File: config.mk
export PLATFORM = sky130hd
export DESIGN_NAME = mcu_interrupt_logic
export DESIGN_NICKNAME = d
export VERILOG_FILES = /design/src/hw/irq_logic_pkg.sv /design/src/hw/mcu_interrupt_logic.sv
export SDC_FILE = /design/constraint.sdc
export NUM_CORES = 1
export LEC_CHECK = 0
export BUFFER_PORTS_ARGS = -buffer_cell sky130_fd_sc_hd__buf_2
export CAP_MARGIN = 20
export CORE_MARGIN = 2
export CORE_UTILIZATION = 48
export CTS_CLUSTER_DIAMETER = 150
export DETAILED_ROUTE_END_ITERATION = 7
export PLACE_DENSITY = 0.75
export SYNTH_ARGS = -nofsm -noshare
export SYNTH_HDL_FRONTEND = slang
export SYNTH_SLANG_ARGS = --single-unit
File: constraint.sdc
create_clock -name clk -period 2.3 [get_ports clk]
set_input_delay 0.46 -clock clk [delete_from_list [all_inputs] [get_ports clk]]
set_output_delay 0.46 -clock clk [all_outputs]
set_load 0.01 [all_outputs]
File: src/hw/irq_logic_pkg.sv
// Purpose: constants, register layout and carrier types of the interrupt logic
// Assumes: one register port with 8-bit address and 8-bit data
// Notes:   bit positions follow the control and option register layouts
package irq_logic_pkg;

    // ------------------------------------------------------------
    // register addresses
    // ------------------------------------------------------------
    localparam logic [7:0] ADDR_CTRL     = 8'h0b;
    localparam logic [7:0] ADDR_CTRL_HI  = 8'h8b;
    localparam logic [7:0] ADDR_OPTION   = 8'h81;
    localparam logic [7:0] ADDR_AUX      = 8'h07;

    // ------------------------------------------------------------
    // control register fields
    // ------------------------------------------------------------
    localparam int BIT_GLOBAL_EN   = 7;
    localparam int BIT_TIMER_EN    = 5;
    localparam int BIT_EXT_EN      = 4;
    localparam int BIT_PORT_EN     = 3;
    localparam int BIT_TIMER_FLAG  = 2;
    localparam int BIT_EXT_FLAG    = 1;
    localparam int BIT_PORT_FLAG   = 0;
    // option and auxiliary register fields
    localparam int BIT_EDGE_SELECT = 6;
    localparam int BIT_EE_FLAG     = 0;
    localparam int BIT_EE_EN       = 1;

    // ------------------------------------------------------------
    // source indices and reset values
    // ------------------------------------------------------------
    localparam int NUM_SOURCES = 4;
    localparam int SRC_PORT    = 0;
    localparam int SRC_EXT     = 1;
    localparam int SRC_TIMER   = 2;
    localparam int SRC_EE      = 3;

    localparam logic [7:0]  CTRL_RESET   = 8'h00;
    localparam logic [7:0]  OPTION_RESET = 8'hff;
    localparam logic [7:0]  TIMER_MAX    = 8'hff;
    localparam logic [7:0]  TIMER_ZERO   = 8'h00;
    localparam logic [12:0] IRQ_VECTOR   = 13'h0004;

    // ------------------------------------------------------------
    // sequencer states, gray along idle-sync-push-vector
    // ------------------------------------------------------------
    typedef enum logic [1:0] {
        ST_IDLE = 2'b00,
        ST_SYNC = 2'b01,
        ST_PUSH = 2'b11,
        ST_VECT = 2'b10
    } seq_state_type;

    // ------------------------------------------------------------
    // carriers to and from the processor core
    // ------------------------------------------------------------
    typedef struct packed {
        logic instr_boundary;
        logic sleep_active;
        logic return_from_irq;
    } core_status_type;

    typedef struct packed {
        logic        push_return;
        logic        pop_return;
        logic        vector_load;
        logic        wake;
        logic [12:0] vector_addr;
    } core_cmd_type;

endpackage

File: src/hw/mcu_interrupt_logic.sv
// Purpose: interrupt flags, masking, vectoring and sleep wake-up for a small core
// Assumes: clk is the instruction cycle; pins and core inputs are synchronous
// Notes:   one register port; read data appear only in the cycle after the read
//
// Chosen here: strobed register access and the register offsets.
`timescale 1ns/10ps
`default_nettype none

module mcu_interrupt_logic
    import irq_logic_pkg::*;
(
    input  wire logic             clk,
    input  wire logic             rst_n,
    input  wire logic [7:0]       reg_addr,
    input  wire logic [7:0]       reg_wdata,
    input  wire logic             reg_write,
    input  wire logic             reg_read,
    output logic      [7:0]       reg_rdata,
    input  wire logic             ext_irq_pin,
    input  wire logic [3:0]       upper_port,
    input  wire logic [7:0]       timer_counter,
    input  wire logic             ee_write_done,
    input  wire core_status_type  core_status,
    output core_cmd_type          core_cmd
);

    // ------------------------------------------------------------
    // register state
    // ------------------------------------------------------------
    logic [NUM_SOURCES-1:0] flag_reg;
    logic [NUM_SOURCES-1:0] enable_reg;
    logic                   global_irq_enable_reg;
    logic [7:0]             option_reg;
    logic                   ext_pin_reg;
    logic [3:0]             port_prev_reg;
    logic [7:0]             timer_prev_reg;
    logic                   sleep_prev_reg;
    logic                   ext_en_sleep_reg;
    seq_state_type          state_reg;
    seq_state_type          state_next;
    logic [7:0]             rdata_next;

    logic                   wr_ctrl;
    logic                   wr_option;
    logic                   wr_aux;
    logic [NUM_SOURCES-1:0] event_vec;
    logic [NUM_SOURCES-1:0] sw_flag_val;
    logic [NUM_SOURCES-1:0] sw_en_val;
    logic [NUM_SOURCES-1:0] wr_src;
    logic                   ext_edge;
    logic                   ext_irq_flag;
    logic                   ext_edge_select;
    logic                   irq_req;
    logic                   wake_cond;
    logic                   take_irq;

    assign wr_ctrl   = reg_write && (reg_addr == ADDR_CTRL || reg_addr == ADDR_CTRL_HI);
    assign wr_option = reg_write && (reg_addr == ADDR_OPTION);
    assign wr_aux    = reg_write && (reg_addr == ADDR_AUX);

    assign ext_edge_select = option_reg[BIT_EDGE_SELECT];
    assign ext_irq_flag    = flag_reg[SRC_EXT];

    // ------------------------------------------------------------
    // event detection
    // ------------------------------------------------------------
    // sampled during reset too, so a pin held away from zero shows no false edge at release
    always_ff @(posedge clk)
    begin
        ext_pin_reg    <= ext_irq_pin;
        port_prev_reg  <= upper_port;
        timer_prev_reg <= timer_counter;
    end

    // rising when edge select set, falling otherwise
    assign ext_edge = ext_edge_select ? (ext_irq_pin && !ext_pin_reg)
                                      : (!ext_irq_pin && ext_pin_reg);

    // source events; the timer cannot count while the core sleeps
    always_comb
    begin
        event_vec            = '0;
        event_vec[SRC_EXT]   = ext_edge;
        event_vec[SRC_PORT]  = |(upper_port ^ port_prev_reg);
        event_vec[SRC_TIMER] = !core_status.sleep_active &&
                               timer_prev_reg == TIMER_MAX &&
                               timer_counter == TIMER_ZERO;
        event_vec[SRC_EE]    = ee_write_done;
    end

    // ------------------------------------------------------------
    // software view of flags and enables per source
    // ------------------------------------------------------------
    always_comb
    begin
        sw_flag_val            = '0;
        sw_en_val              = '0;
        wr_src                 = '0;
        sw_flag_val[SRC_PORT]  = reg_wdata[BIT_PORT_FLAG];
        sw_flag_val[SRC_EXT]   = reg_wdata[BIT_EXT_FLAG];
        sw_flag_val[SRC_TIMER] = reg_wdata[BIT_TIMER_FLAG];
        sw_flag_val[SRC_EE]    = reg_wdata[BIT_EE_FLAG];
        sw_en_val[SRC_PORT]    = reg_wdata[BIT_PORT_EN];
        sw_en_val[SRC_EXT]     = reg_wdata[BIT_EXT_EN];
        sw_en_val[SRC_TIMER]   = reg_wdata[BIT_TIMER_EN];
        sw_en_val[SRC_EE]      = reg_wdata[BIT_EE_EN];
        wr_src[SRC_PORT]       = wr_ctrl;
        wr_src[SRC_EXT]        = wr_ctrl;
        wr_src[SRC_TIMER]      = wr_ctrl;
        wr_src[SRC_EE]         = wr_aux;
    end

    // ------------------------------------------------------------
    // sticky flags, set wins over a software clear
    // ------------------------------------------------------------
    genvar gi;
    generate
        for (gi = 0; gi < NUM_SOURCES; gi = gi + 1)
        begin : g_src
            always_ff @(posedge clk)
            begin
                if (!rst_n)
                begin
                    flag_reg[gi]   <= 1'b0;
                    enable_reg[gi] <= 1'b0;
                end
                else
                begin
                    if (event_vec[gi])
                        flag_reg[gi] <= 1'b1;
                    else if (wr_src[gi])
                        flag_reg[gi] <= sw_flag_val[gi];
                    if (wr_src[gi])
                        enable_reg[gi] <= sw_en_val[gi];
                end
            end
        end
    endgenerate

    // ------------------------------------------------------------
    // global enable and option register
    // ------------------------------------------------------------
    always_ff @(posedge clk)
    begin
        if (!rst_n)
            global_irq_enable_reg <= CTRL_RESET[BIT_GLOBAL_EN];
        else if (take_irq)
            global_irq_enable_reg <= 1'b0;
        else if (core_status.return_from_irq)
            global_irq_enable_reg <= 1'b1;
        else if (wr_ctrl)
            global_irq_enable_reg <= reg_wdata[BIT_GLOBAL_EN];
    end

    always_ff @(posedge clk)
    begin
        if (!rst_n)
            option_reg <= OPTION_RESET;
        else if (wr_option)
            option_reg <= reg_wdata;
    end

    // ------------------------------------------------------------
    // request to the core
    // ------------------------------------------------------------
    assign irq_req = global_irq_enable_reg && |(flag_reg & enable_reg);

    // ------------------------------------------------------------
    // sleep wake-up
    // ------------------------------------------------------------
    // pin enable is caught as sleep begins; later changes do not count
    always_ff @(posedge clk)
    begin
        if (!rst_n)
        begin
            sleep_prev_reg   <= 1'b0;
            ext_en_sleep_reg <= 1'b0;
        end
        else
        begin
            sleep_prev_reg <= core_status.sleep_active;
            if (core_status.sleep_active && !sleep_prev_reg)
                ext_en_sleep_reg <= enable_reg[SRC_EXT];
        end
    end

    // global enable plays no part here
    assign wake_cond = core_status.sleep_active && sleep_prev_reg &&
                       ((ext_irq_flag && ext_en_sleep_reg) ||
                        (flag_reg[SRC_PORT] && enable_reg[SRC_PORT]) ||
                        (flag_reg[SRC_EE] && enable_reg[SRC_EE]));

    // ------------------------------------------------------------
    // vectoring sequencer
    // ------------------------------------------------------------
    // an aligned request pushes at once, otherwise it waits one cycle
    always_comb
    begin
        state_next = state_reg;
        case (state_reg)
            ST_IDLE:
            begin
                if (irq_req && !core_status.sleep_active)
                    state_next = core_status.instr_boundary ? ST_PUSH : ST_SYNC;
            end
            ST_SYNC: state_next = ST_PUSH;
            ST_PUSH: state_next = ST_VECT;
            ST_VECT: state_next = ST_IDLE;
            default: state_next = ST_IDLE;
        endcase
    end

    assign take_irq = (state_reg == ST_IDLE) && (state_next != ST_IDLE);

    always_ff @(posedge clk)
    begin
        if (!rst_n)
            state_reg <= ST_IDLE;
        else
            state_reg <= state_next;
    end

    // ------------------------------------------------------------
    // core command outputs
    // ------------------------------------------------------------
    always_ff @(posedge clk)
    begin
        if (!rst_n)
            core_cmd <= '0;
        else
        begin
            core_cmd.push_return <= (state_next == ST_PUSH);
            core_cmd.vector_load <= (state_next == ST_VECT);
            core_cmd.vector_addr <= IRQ_VECTOR;
            core_cmd.pop_return  <= core_status.return_from_irq;
            core_cmd.wake        <= wake_cond;
        end
    end

    // ------------------------------------------------------------
    // register read port
    // ------------------------------------------------------------
    always_comb
    begin
        rdata_next = 8'h00;
        if (reg_read)
        begin
            case (reg_addr)
                ADDR_CTRL, ADDR_CTRL_HI:
                begin
                    rdata_next[BIT_GLOBAL_EN]  = global_irq_enable_reg;
                    rdata_next[BIT_TIMER_EN]   = enable_reg[SRC_TIMER];
                    rdata_next[BIT_EXT_EN]     = enable_reg[SRC_EXT];
                    rdata_next[BIT_PORT_EN]    = enable_reg[SRC_PORT];
                    rdata_next[BIT_TIMER_FLAG] = flag_reg[SRC_TIMER];
                    rdata_next[BIT_EXT_FLAG]   = flag_reg[SRC_EXT];
                    rdata_next[BIT_PORT_FLAG]  = flag_reg[SRC_PORT];
                end
                ADDR_OPTION: rdata_next = option_reg;
                ADDR_AUX:
                begin
                    rdata_next[BIT_EE_FLAG] = flag_reg[SRC_EE];
                    rdata_next[BIT_EE_EN]   = enable_reg[SRC_EE];
                end
                default: rdata_next = 8'h00;
            endcase
        end
    end

    always_ff @(posedge clk)
    begin
        if (!rst_n)
            reg_rdata <= 8'h00;
        else
            reg_rdata <= rdata_next;
    end
endmodule

`default_nettype wire

==> metrics.md <==
| Metric | Value |
|---|---|
| Sequential share of power | `between 50% and 60%` |
| Total CTS buffers | `5` |
| Clock Path Buffers | `2` |
| TNS Setup | `0 ns` |
| # clock sinks | `47` |
| Row cnt | `22` |
| Pin count of the biggest net entering global routing | `17` |
| Yosys warns | `0` |
| Cells after DPL | `269` |
| DRT iter0 DRCs | `94` |
| Ports | `62` |
| H-Tree Level Count | `2` |
| Crit path largest cell delay | `between 0.4 and 0.5 ns` |
| Crit path time final | `roughly 1.6 ns` |
| Final period util | `a little under three quarters` |
| Nets | `265` |
| Switching Fraction | `roughly a fifth` |
| Slowest-stage cell, CP | `nor4b_2` |
| Setup-failing EPs final | `0` |
| WL per Instance | `11.98 um` |
| PD cells | `a little over 700 nW/um2` |
| Ant diodes | `0` |
| Flops & latches, synth | `between 40 and 50` |
| Max Fclk | `a little over 600 MHz` |
| Fin. max-slew vios | `0` |
| Die width | `roughly 65 um` |
| Mapped Cells | `roughly 180` |
| Drt total wl | `3307 um` |
| Post-route ant nets | `0` |
| Clock power share | `37.9%` |
| PortBufs | `49` |
| Combinational share of power | `roughly 6.5%` |
| CTS clk-pin slew, worst paths | `roughly 0.08 ns` |
| DR pass1 iterations | `4` |
| Worst-Skew Late Latency | `0.30 ns` |
| Mapped Area | `~1800 um2` |
| Layout area overhead | `20.01%` |
| CTS tree | `built` |
| Share of cells above drive strength 1 | `between 20 and 30%` |
| Reg area | `roughly 940 um2` |
| Unrepaired setup endpoints after global routing | `false` |
| Leakage | `0.9232 nW` |
| Fin area | `between 2000 and 2500 um2` |
| Die area | `roughly 4200 um2` |
| WP buf/inv | `1` |
| Antenna violations before repair | `0` |
| Sequential-to-total area share from yosys stat | `a little over half` |
| Hold-fix buffers at CTS | `0` |
| Final Hold Vio Count | `0` |
| Total number of vias | `1372` |
| IR Drop Worst-Case VDD | `approximately 670 uV` |
| Top delay family on crit path | `simple AND/OR/NAND/NOR gates` |
| Clock root buffer | `clkbuf_8` |
| Crit-path max FO | `4` |
| CP Cell Sequence | `buf_2 > nor4b_2 > and4_1 > mux2_1 > o221a_1` |
| Worst EP required | `roughly 2.5 ns` |
| Fin cells | `276` |
| Cts repair resizes | `0` |
| Util after Layout | `about 59%` |
| Total of fill cells in the finished design | `334` |
| Synthesized area per cell | `about 10 um2` |
| Routability cong. | `0.7706` |
| Crit. End Element | `flop` |
| Post-CTS setup repair buffer count | `0` |
| Synth cell types | `35` |
| Dpl hpwl | `approximately 2500 um` |
| Max cap viols | `0` |
| First-pass GRT wire length | `about 5500 um` |
| Cell Int Power | `between 1 and 1.5 mW` |
| Setup ws final | `approximately 0.65 ns` |
| Vias in the first global route | `around 1300` |
| All-layer global routing usage | `around 17%` |
| Pre-CTS WS | `~0.34 ns` |
| Clock Skew | `approximately 0.0080 ns` |
| Initial core utilization | `between 40% and 50%` |
| Die Y | `around 65 um` |
| Drt drc | `0` |
| Core ar. | `~3600 um2` |
| WP data arrival | `~1.8 ns` |
| Worst Hold Class | `in -> reg` |
| Grt ovf | `0` |
| Dpl cell area | `2017 um2` |
| Post-DR vias/cell | `~5.0` |
| Startpoint Class | `primary input` |
| Status | `finished, final reports clean` |
| Area of the multi-input gates | `around 740 um2` |
| NetSw | `between 300 and 400 uW` |
| Worst Path Class, Setup | `in -> reg` |
## Yosys cell counts
cell type	instances	area, um2
nor2_2	1	6.260
a22oi_1	9	67.56
nor3b_1	3	22.52
nor2_1	10	37.54
nand4_1	3	18.77
nand2b_1	2	12.51
a31oi_1	1	6.260
nor4b_2	1	15.01
nor4_1	2	12.51
buf_4	14	105.1
clkbuf_1	3	11.26
mux2i_1	7	70.07
a21boi_1	3	22.52
mux2_1	2	22.52
and3_1	2	12.51
or3_1	1	6.260
a211o_1	1	8.760
o21ai_0	2	10.01
inv_1	2	7.510
nor2b_1	7	43.79
xor2_1	4	35.03
o21a_1	1	7.510
o221a_1	1	11.26
dfxtp_1	47	940.9
or4b_4	2	27.53
nor3_1	1	5.000
a21oi_1	3	15.01
nand3_1	17	85.08
and4_1	2	17.52
a2bb2oi_1	2	17.52
buf_2	1	5.000
and2_1	2	12.51
and4b_1	1	10.01
nand2_1	15	56.30
conb_1	1	3.750
## power by group through the flow
stage	Combinational (mW)	Sequential, mW	Clock (mW)
after global routing	0.110	0.844	0.620
after global placement	0.0971	0.861	0
after floorplan	0.0617	0.860	0
final	0.0984	0.842	0.574
after CTS	0.0991	0.842	0.585
after detailed placement	0.0986	0.862	0
## cells by family (layout without fill, tap and decap cells)
kind of cell,count (synthesis),count (layout),synth area share [%]
AND/OR/NAND/NOR,72,72,22.70
AO/OA/AOI/OAI,23,23,9.406
other,1,12,0.2120
multiplexers,9,9,5.233
buffers and inverters,20,61,7.284
XOR/XNOR,4,4,1.980
flip-flops,47,47,53.18
## routing by layer
layer / track usage (%) / up-vias / wire length [um]
met2: 27.19 / 46 / 1550
met1: 20.79 / 626 / 1474
li1: - / 695 / -
met3: 7.118 / 5 / 251
met5: 0 / - / 0
met4: 5.851 / 0 / 31
## path summary, 6_finish.rpt
check	cells after the start	slack, ns	end	start
min reg2reg	2	0.44	core_cmd[13]$_SDFF_PN0_	sleep_prev_reg$_SDFF_PN0_
max reg2reg	4	1.10	global_irq_enable_reg$_SDFFE_PP0P_	enable_reg[0]$_SDFFE_PN0P_
min	1	0.28	timer_prev_reg[5]$_DFF_P_	timer_counter[5]
max	5	0.65	global_irq_enable_reg$_SDFFE_PP0P_	reg_addr[6]
## cell type report
cell class | count | area share (%)
clock buffer | 5 | 3.241
clock inverter | 2 | 1.768
inverter | 2 | 0.3536
multi-input combinational | 120 | 34.89
sequential | 47 | 44.31
tap | 48 | 2.829
timing repair buffer | 52 | 12.61
## placed cells by master (no fill, tap or decap), types with 2 or more instances in the layout
cell,n
nand2b_1,2
a21boi_1,3
inv_1,2
nand3_1,17
nor3b_1,3
nor4_1,2
mux2i_1,7
clkbuf_8,5
and4_1,2
o21ai_0,2
dfxtp_1,47
buf_4,3
a2bb2oi_1,2
xor2_1,4
mux2_1,2
a22oi_1,9
nor2b_1,7
buf_2,49
nand4_1,3
conb_1,12
a21oi_1,3
and3_1,2
or4b_4,2
nand2_1,15
nor2_1,10
and2_1,2
## worst register-to-register path, cell delays in order (launching register included)
cell	delay (ns)
dfxtp_1	0.38
a22oi_1	0.12
a21oi_1	0.26
nand2_1	0.09
o221a_1	0.24
## metrics by stage
stage	power, mW	hold WS [ns]
2_1_floorplan	0.9221	0.4069
3_3_place_gp	0.9581	0.4186
3_5_place_dp	0.9603	0.4300
4_1_cts	1.527	0.2731
5_1_grt	1.575	0.2655
6_report	1.515	0.2761
Power figures use the tool's default switching activity.
